===== src/hw/tcpc_cfg.svh =====
// Constants of the timing core phase configuration registers
`ifndef TCPC_CFG_SVH
`define TCPC_CFG_SVH

// ***************************************************************
// Register addresses
// ***************************************************************
`define TCPC_ADDR_DRIVE_A   8'h35
`define TCPC_ADDR_DRIVE_B   8'h36
`define TCPC_ADDR_CDS       8'h37
`define TCPC_ADDR_OUTPHASE  8'h38
`define TCPC_ADDR_HMASK     8'h39
`define TCPC_TEST1_LO       8'h3e
`define TCPC_TEST1_HI       8'h4f
`define TCPC_TEST2_LO       8'h50
`define TCPC_TEST2_HI       8'h6f

// ***************************************************************
// Field positions
// ***************************************************************
`define TCPC_F_DRV1         2:0
`define TCPC_F_DRV2         6:4
`define TCPC_F_DRV3         10:8
`define TCPC_F_DRV4         14:12
`define TCPC_F_DRVLAST      18:16
`define TCPC_F_DRVGATE      22:20
`define TCPC_F_DRV5         2:0
`define TCPC_F_DRV6         6:4
`define TCPC_F_DRV7         10:8
`define TCPC_F_DRV8         14:12
`define TCPC_F_DATAEDGE     5:0
`define TCPC_F_RSTEDGE      11:6
`define TCPC_F_RSTWIDTH     17:12
`define TCPC_F_PHRISE       5:0
`define TCPC_F_PHFALL       11:6
`define TCPC_B_TRACK        12
`define TCPC_F_DELAY        14:13
`define TCPC_B_INVERT       15
`define TCPC_F_HMASK        2:0

// ***************************************************************
// Widths, reset values, serial frame
// ***************************************************************
`define TCPC_W_DRIVE_A      23
`define TCPC_W_DRIVE_B      15
`define TCPC_W_CDS          18
`define TCPC_W_OUTPHASE     16
`define TCPC_W_HMASK        3
`define TCPC_RST_DRIVE_A    23'h111111
`define TCPC_RST_DRIVE_B    15'h1111
`define TCPC_RST_CDS        18'h0a500
`define TCPC_RST_OUTPHASE   16'h0500
`define TCPC_RST_HMASK      3'h7
`define TCPC_ADDR_BITS      6'h08
`define TCPC_FRAME_BITS     6'h24
`define TCPC_DATA_BITS      28
`define TCPC_FIXED_PHASE    6'h00

`endif


===== src/hw/tcpc_pkg.sv =====
// Types of the timing core phase configuration registers
`default_nettype none
package tcpc_pkg;
   typedef enum logic {SER_IDLE, SER_SHIFT} tcpc_ser_e;
   typedef logic [7:0] tcpc_addr_t;
endpackage
`default_nettype wire


===== src/hw/tcpc_phase_config.sv =====
// Timing core phase configuration register set with serial write port
`timescale 1ns/10ps
`default_nettype none
`include "tcpc_cfg.svh"

module tcpc_phase_config
(
   // Clock and reset
   input  wire logic        sys_clk,
   input  wire logic        reset,
   // Serial write port
   input  wire logic        serialLoad_n,
   input  wire logic        serialClock,
   input  wire logic        serialData,
   // Drive strength codes
   output logic [2:0]       first_horiz_drive,
   output logic [2:0]       second_horiz_drive,
   output logic [2:0]       third_horiz_drive,
   output logic [2:0]       fourth_horiz_drive,
   output logic [2:0]       last_horiz_drive,
   output logic [2:0]       reset_gate_drive,
   output logic [2:0]       fifth_horiz_drive,
   output logic [2:0]       sixth_horiz_drive,
   output logic [2:0]       seventh_horiz_drive,
   output logic [2:0]       eighth_horiz_drive,
   // Sampling control
   output logic [5:0]       data_sample_edge_pos,
   output logic [5:0]       reset_sample_edge_pos,
   output logic [5:0]       reset_sample_width,
   // Output stage control
   output logic [5:0]       out_phase_rise,
   output logic [5:0]       out_phase_fall,
   output logic             data_clock_track_select,
   output logic [1:0]       out_data_delay_sel,
   output logic             data_clock_invert,
   output logic [5:0]       dataClockPhase,
   // Clamp masking and write status
   output logic [2:0]       clamp_horiz_mask_en,
   output logic             writeDone
);

   // ***************************************************************
   // Serial frame capture
   // ***************************************************************
   tcpc_pkg::tcpc_ser_e                 serState;
   tcpc_pkg::tcpc_ser_e                 next_serState;
   logic                                sckPrev;
   logic                                loadPrev;
   logic [5:0]                          bitCnt;
   logic [5:0]                          next_bitCnt;
   tcpc_pkg::tcpc_addr_t                addrSr;
   tcpc_pkg::tcpc_addr_t                next_addrSr;
   logic [`TCPC_DATA_BITS-1:0]          dataSr;
   logic [`TCPC_DATA_BITS-1:0]          next_dataSr;
   logic                                sckRise;
   logic                                loadRise;
   logic                                commit;

   assign sckRise  = serialClock & ~sckPrev;
   assign loadRise = serialLoad_n & ~loadPrev;
   assign commit   = (serState == tcpc_pkg::SER_SHIFT) && loadRise
                     && (bitCnt >= `TCPC_ADDR_BITS);

   always_comb
   begin
      next_serState = serState;
      next_bitCnt   = bitCnt;
      next_addrSr   = addrSr;
      next_dataSr   = dataSr;
      unique case (serState)
         tcpc_pkg::SER_IDLE:
         begin
            if (!serialLoad_n)
            begin
               next_serState = tcpc_pkg::SER_SHIFT;
               next_bitCnt   = 6'h00;
               next_addrSr   = 8'h00;
               next_dataSr   = '0;
            end
         end
         tcpc_pkg::SER_SHIFT:
         begin
            if (serialLoad_n)
               next_serState = tcpc_pkg::SER_IDLE;
            else if (sckRise && bitCnt < `TCPC_FRAME_BITS)
            begin
               // Address first, then data, both LSB first
               if (bitCnt < `TCPC_ADDR_BITS)
                  next_addrSr[bitCnt[2:0]] = serialData;
               else
                  next_dataSr[5'(bitCnt - `TCPC_ADDR_BITS)] = serialData;
               next_bitCnt = bitCnt + 6'h01;
            end
         end
      endcase
   end

   always_ff @(posedge sys_clk)
   begin
      if (reset)
      begin
         serState <= tcpc_pkg::SER_IDLE;
         sckPrev  <= 1'b0;
         loadPrev <= 1'b1;
         bitCnt   <= 6'h00;
         addrSr   <= 8'h00;
         dataSr   <= '0;
      end
      else
      begin
         serState <= next_serState;
         sckPrev  <= serialClock;
         loadPrev <= serialLoad_n;
         bitCnt   <= next_bitCnt;
         addrSr   <= next_addrSr;
         dataSr   <= next_dataSr;
      end
   end

   // ***************************************************************
   // Configuration registers
   // ***************************************************************
   logic [`TCPC_W_DRIVE_A-1:0]   driveA, next_driveA;
   logic [`TCPC_W_DRIVE_B-1:0]   driveB, next_driveB;
   logic [`TCPC_W_CDS-1:0]       cdsPhase, next_cdsPhase;
   logic [`TCPC_W_OUTPHASE-1:0]  outPhase, next_outPhase;
   logic [`TCPC_W_HMASK-1:0]     hMask, next_hMask;
   logic                         next_writeDone;
   logic [5:0]                   next_dataClockPhase;

   // Test ranges fall through the decode, so writes there are dropped
   always_comb
   begin
      next_driveA    = driveA;
      next_driveB    = driveB;
      next_cdsPhase  = cdsPhase;
      next_outPhase  = outPhase;
      next_hMask     = hMask;
      next_writeDone = 1'b0;
      if (commit)
      begin
         unique case (addrSr)
            `TCPC_ADDR_DRIVE_A:
            begin
               next_driveA    = dataSr[`TCPC_W_DRIVE_A-1:0];
               next_writeDone = 1'b1;
            end
            `TCPC_ADDR_DRIVE_B:
            begin
               next_driveB    = dataSr[`TCPC_W_DRIVE_B-1:0];
               next_writeDone = 1'b1;
            end
            `TCPC_ADDR_CDS:
            begin
               next_cdsPhase  = dataSr[`TCPC_W_CDS-1:0];
               next_writeDone = 1'b1;
            end
            `TCPC_ADDR_OUTPHASE:
            begin
               next_outPhase  = dataSr[`TCPC_W_OUTPHASE-1:0];
               next_writeDone = 1'b1;
            end
            `TCPC_ADDR_HMASK:
            begin
               next_hMask     = dataSr[`TCPC_W_HMASK-1:0];
               next_writeDone = 1'b1;
            end
            default:
               next_writeDone = 1'b0;
         endcase
      end
      // Clock phase follows the rising phase, or is forced to TCPC_FIXED_PHASE when track is set
      if (next_outPhase[`TCPC_B_TRACK])
         next_dataClockPhase = `TCPC_FIXED_PHASE;
      else
         next_dataClockPhase = next_outPhase[`TCPC_F_PHRISE];
   end

   always_ff @(posedge sys_clk)
   begin
      if (reset)
      begin
         driveA         <= `TCPC_RST_DRIVE_A;
         driveB         <= `TCPC_RST_DRIVE_B;
         cdsPhase       <= `TCPC_RST_CDS;
         outPhase       <= `TCPC_RST_OUTPHASE;
         hMask          <= `TCPC_RST_HMASK;
         writeDone      <= 1'b0;
         dataClockPhase <= `TCPC_FIXED_PHASE;
      end
      else
      begin
         driveA         <= next_driveA;
         driveB         <= next_driveB;
         cdsPhase       <= next_cdsPhase;
         outPhase       <= next_outPhase;
         hMask          <= next_hMask;
         writeDone      <= next_writeDone;
         dataClockPhase <= next_dataClockPhase;
      end
   end

   // ***************************************************************
   // Field outputs
   // ***************************************************************
   assign first_horiz_drive       = driveA[`TCPC_F_DRV1];
   assign second_horiz_drive      = driveA[`TCPC_F_DRV2];
   assign third_horiz_drive       = driveA[`TCPC_F_DRV3];
   assign fourth_horiz_drive      = driveA[`TCPC_F_DRV4];
   assign last_horiz_drive        = driveA[`TCPC_F_DRVLAST];
   assign reset_gate_drive        = driveA[`TCPC_F_DRVGATE];
   assign fifth_horiz_drive       = driveB[`TCPC_F_DRV5];
   assign sixth_horiz_drive       = driveB[`TCPC_F_DRV6];
   assign seventh_horiz_drive     = driveB[`TCPC_F_DRV7];
   assign eighth_horiz_drive      = driveB[`TCPC_F_DRV8];
   assign data_sample_edge_pos    = cdsPhase[`TCPC_F_DATAEDGE];
   assign reset_sample_edge_pos   = cdsPhase[`TCPC_F_RSTEDGE];
   assign reset_sample_width      = cdsPhase[`TCPC_F_RSTWIDTH];
   assign out_phase_rise          = outPhase[`TCPC_F_PHRISE];
   // Stored as written; duty cycle relies on software
   assign out_phase_fall          = outPhase[`TCPC_F_PHFALL];
   assign data_clock_track_select = outPhase[`TCPC_B_TRACK];
   assign out_data_delay_sel      = outPhase[`TCPC_F_DELAY];
   assign data_clock_invert       = outPhase[`TCPC_B_INVERT];
   assign clamp_horiz_mask_en     = hMask;
endmodule // tcpc_phase_config
`default_nettype wire


===== config.mk =====
export PLATFORM = sky130hd
export DESIGN_NAME = tcpc_phase_config
export DESIGN_NICKNAME = d
export VERILOG_FILES = /design/src/hw/tcpc_pkg.sv /design/src/hw/tcpc_phase_config.sv
export VERILOG_INCLUDE_DIRS = /design/src /design/src/hw
export SDC_FILE = /design/constraint.sdc
export NUM_CORES = 1
export LEC_CHECK = 0
export ABC_AREA = 1
export BUFFER_PORTS_ARGS = -buffer_cell sky130_fd_sc_hd__buf_4
export CAP_MARGIN = 20
export CELL_PAD_IN_SITES_DETAIL_PLACEMENT = 0
export CELL_PAD_IN_SITES_GLOBAL_PLACEMENT = 1
export CORE_MARGIN = 4
export CORE_UTILIZATION = 40
export DETAILED_ROUTE_END_ITERATION = 6
export PLACE_DENSITY_LB_ADDON = 0.1
export SYNTH_ARGS = -nofsm -noshare
export SYNTH_HDL_FRONTEND = slang
export SYNTH_SLANG_ARGS = --single-unit

===== constraint.sdc =====
create_clock -name sys_clk -period 2.3 [get_ports sys_clk]
set_input_delay 0.23 -clock sys_clk [delete_from_list [all_inputs] [get_ports sys_clk]]
set_output_delay 0.23 -clock sys_clk [all_outputs]
set_load 0.02 [all_outputs]

==> impl_metrics.toml <==
[clock_network]
post-cts-setup-buffers = 0
cts_tree = "done"
clock_path_buffers = 2
path_clk_slew_ns = 0.05
clkLatencyLatePin_ns = 0.41
clockRootBuffer = "clkbuf_16"
ctsHoldBuffers = 0
cts-resized-gates = 0
cts.htree.levels = 4
cts.sinks = 113
numCtsBuffers = 17

[final_layout]
design_area_um2 = 6150
regArea_um2 = 2262
layout.nets = 743
fill_cells = 1175
drive_above_1_share_pct = 17.67
diodes = 0
multi_input_area_um2 = 2202
syn_to_final_growth_pct = 25.45

[synthesis]
synth-seq-area-share_pct = 46.15
post-synth-top-area-cell = "dfxtp_1"
netlist_area_um2 = 4902
ys_ff_latch = 113
netlist_top_cells_area = "dfxtp_1 46%, nand3_1 9.2%, nand2_1 8.6%, nor2_1 7.8%, o21ai_0 5.4%"
synth-main-ff-cell = "dfxtp_1"
ys_async_sr_fraction_pct = 0
avgSynthCellArea_um2 = 7.284
syn_nets = 682
ys_warn_count = 0
netlist_instances = 673
synth_edf_count = 0
synthDistinctLibCells = 25
yosysMostFrequentCell = "dfxtp_1"
synthTopCellsByCount = "113 x dfxtp_1, 112 x nand2_1, 102 x nor2_1, 90 x nand3_1, 53 x o21ai_0"
synth_top_area_share_pct = 46.15

[global_routing]
grt_pass1_wl_um = 22250
first_global_vias = 4128
grt_usage_pct = 20.12
overflow = 0
grt_max_degree = 66
antenna_found_initial = 0

[drt]
wl_um = 13770
drtIter0Drc = 424
final_antenna_net_count = 0
dr.pass1.iters = 4
drcViolationCount = 0
avgRoutedWirePerCell_um = 15.40
vias = 4547
viasPerCell = 5.086

[outcome]
outcome = "complete, no violations"

[sta]
grt_setup_unrepaired = "false"
fin_tns_setup_ns = 0
drv_slew = 0
setup_viol = 0
worstMarginPinSlew_ns = 0.4694
relSlewSlack_pct = 68.71
finalCritPeriodShare_pct = 79.21
fin_ws_ns = 0.4781
hold_viol = 0
fmax_mhz = 548.9
finClkSkew_ns = 0.01068
min_period_ns = 1.822

[die]
coreArea_um2 = 12010
start_util_pct = 40.81
die_area_um2 = 14090
die_width_um = 118.7
die_h_um = 118.7
io_pins = 79
rows = 40

[place]
place_area_um2 = 5509
gp_congestion = 0.7597
place_ws_ns = 0.4796
dp_hpwl_um = 9292
io_buffers = 78

[flow_run]
max_cap_viol_count = 0

[critical_path]
critPathArrivalTime_ns = 2.17
worst-setup-path-type = "flop to flop"
start_kind = "flop"
worstSetupEndpointType = "flop"
worst-path-max-fanout = 20
worstPathRequired_ns = 2.64

[pwr]
power.total_mw = 4.942
power_density_nw_per_um2 = 803.7
p_leak_nw = 2.634
peakVddDrop_mv = 0.6428

[min_path]
hp-class = "input pin to flop"
## per-stage QoR
step | std cells | util [%] | hold slack, ns
2_1_floorplan | 673 | - | 0.3139
3_3_place_gp | 862 | 45.86 | 0.4401
3_5_place_dp | 862 | 45.86 | 0.4461
4_1_cts | 894 | 51.20 | 0.005334
5_1_grt | 894 | 51.20 | 0.01508
6_report | 894 | 51.20 | 0.02114
## worst paths after layout
kind	startpoint	slack, ns	to	cells past startpoint
worst max-delay path	bitCnt[3]	0.48	driveA[6]	8
worst min-delay path	serialLoad_n	0.02	serState	2
worst max register to register	bitCnt[3]	0.48	driveA[6]	8
worst min register to register	addrSr[3]	0.46	addrSr[3]	2
## layout make-up
type	count	area share (%)
Multi-Input combinational cell	463	35.81
Sequential cell	113	36.79
Timing Repair Buffer	87	10.82
Clock inverter	9	2.482
Inverter	52	3.174
Tap cell	147	2.991
Clock buffer	23	7.935
## per-layer routing
metal  vias up  track usage (%)  routed length [um]
li1       2348                -                   -
met1      2072            26.75                6516
met2       117            30.73                6315
met3        10            6.794                 794
met4         0            6.517                 146
met5         -                0                   0
## flip-flops by register name (all words and copies together) (netlist names)
signal	count
driveA	18
loadPrev	1
addrSr	8
dataClockPhase	6
serState	1
cdsPhase	18
outPhase	16
sckPrev	1
writeDone	1
bitCnt	6
driveB	12
clamp_horiz_mask_en	3
dataSr	22
## cell families after synthesis
logic type	share of synthesized area (%)
AO/OA/AOI/OAI	10.41
adder cells (fa/ha/maj)	1.021
buffers and inverters	8.933
flip-flops	46.15
AND/OR/NAND/NOR	33.49
## cell usage in the layout, fill, tap and decap left out, drive strengths merged
cell type,count
a21oi,46
buf,87
bufinv,4
clkbuf,23
clkinv,4
clkinvlp,3
dfxtp,113
ha,4
inv,50
nand2,117
nand3,92
nand3b,6
nand4,29
nor2,107
nor3,7
o211a,1
o21ai,54
## report_power, final
part           internal, mW  total (mW)  switching [mW]  leakage [nW]
clock                  1.92        2.81           0.886         0.305
sequential             1.96        1.97         0.00408         0.911
combinational        0.0461       0.166           0.120          1.42
## worst max-delay path: stages, from the launching register on
cell	delay [ns]
dfxtp_1	0.42
nor2_4	0.07
nand2_2	0.07
nand2_4	0.14
nor2_8	0.31
nand2_2	0.29
inv_2	0.25
nor2_1	0.07
nor2_1	0.11
(Power assumes the default switching activity.)
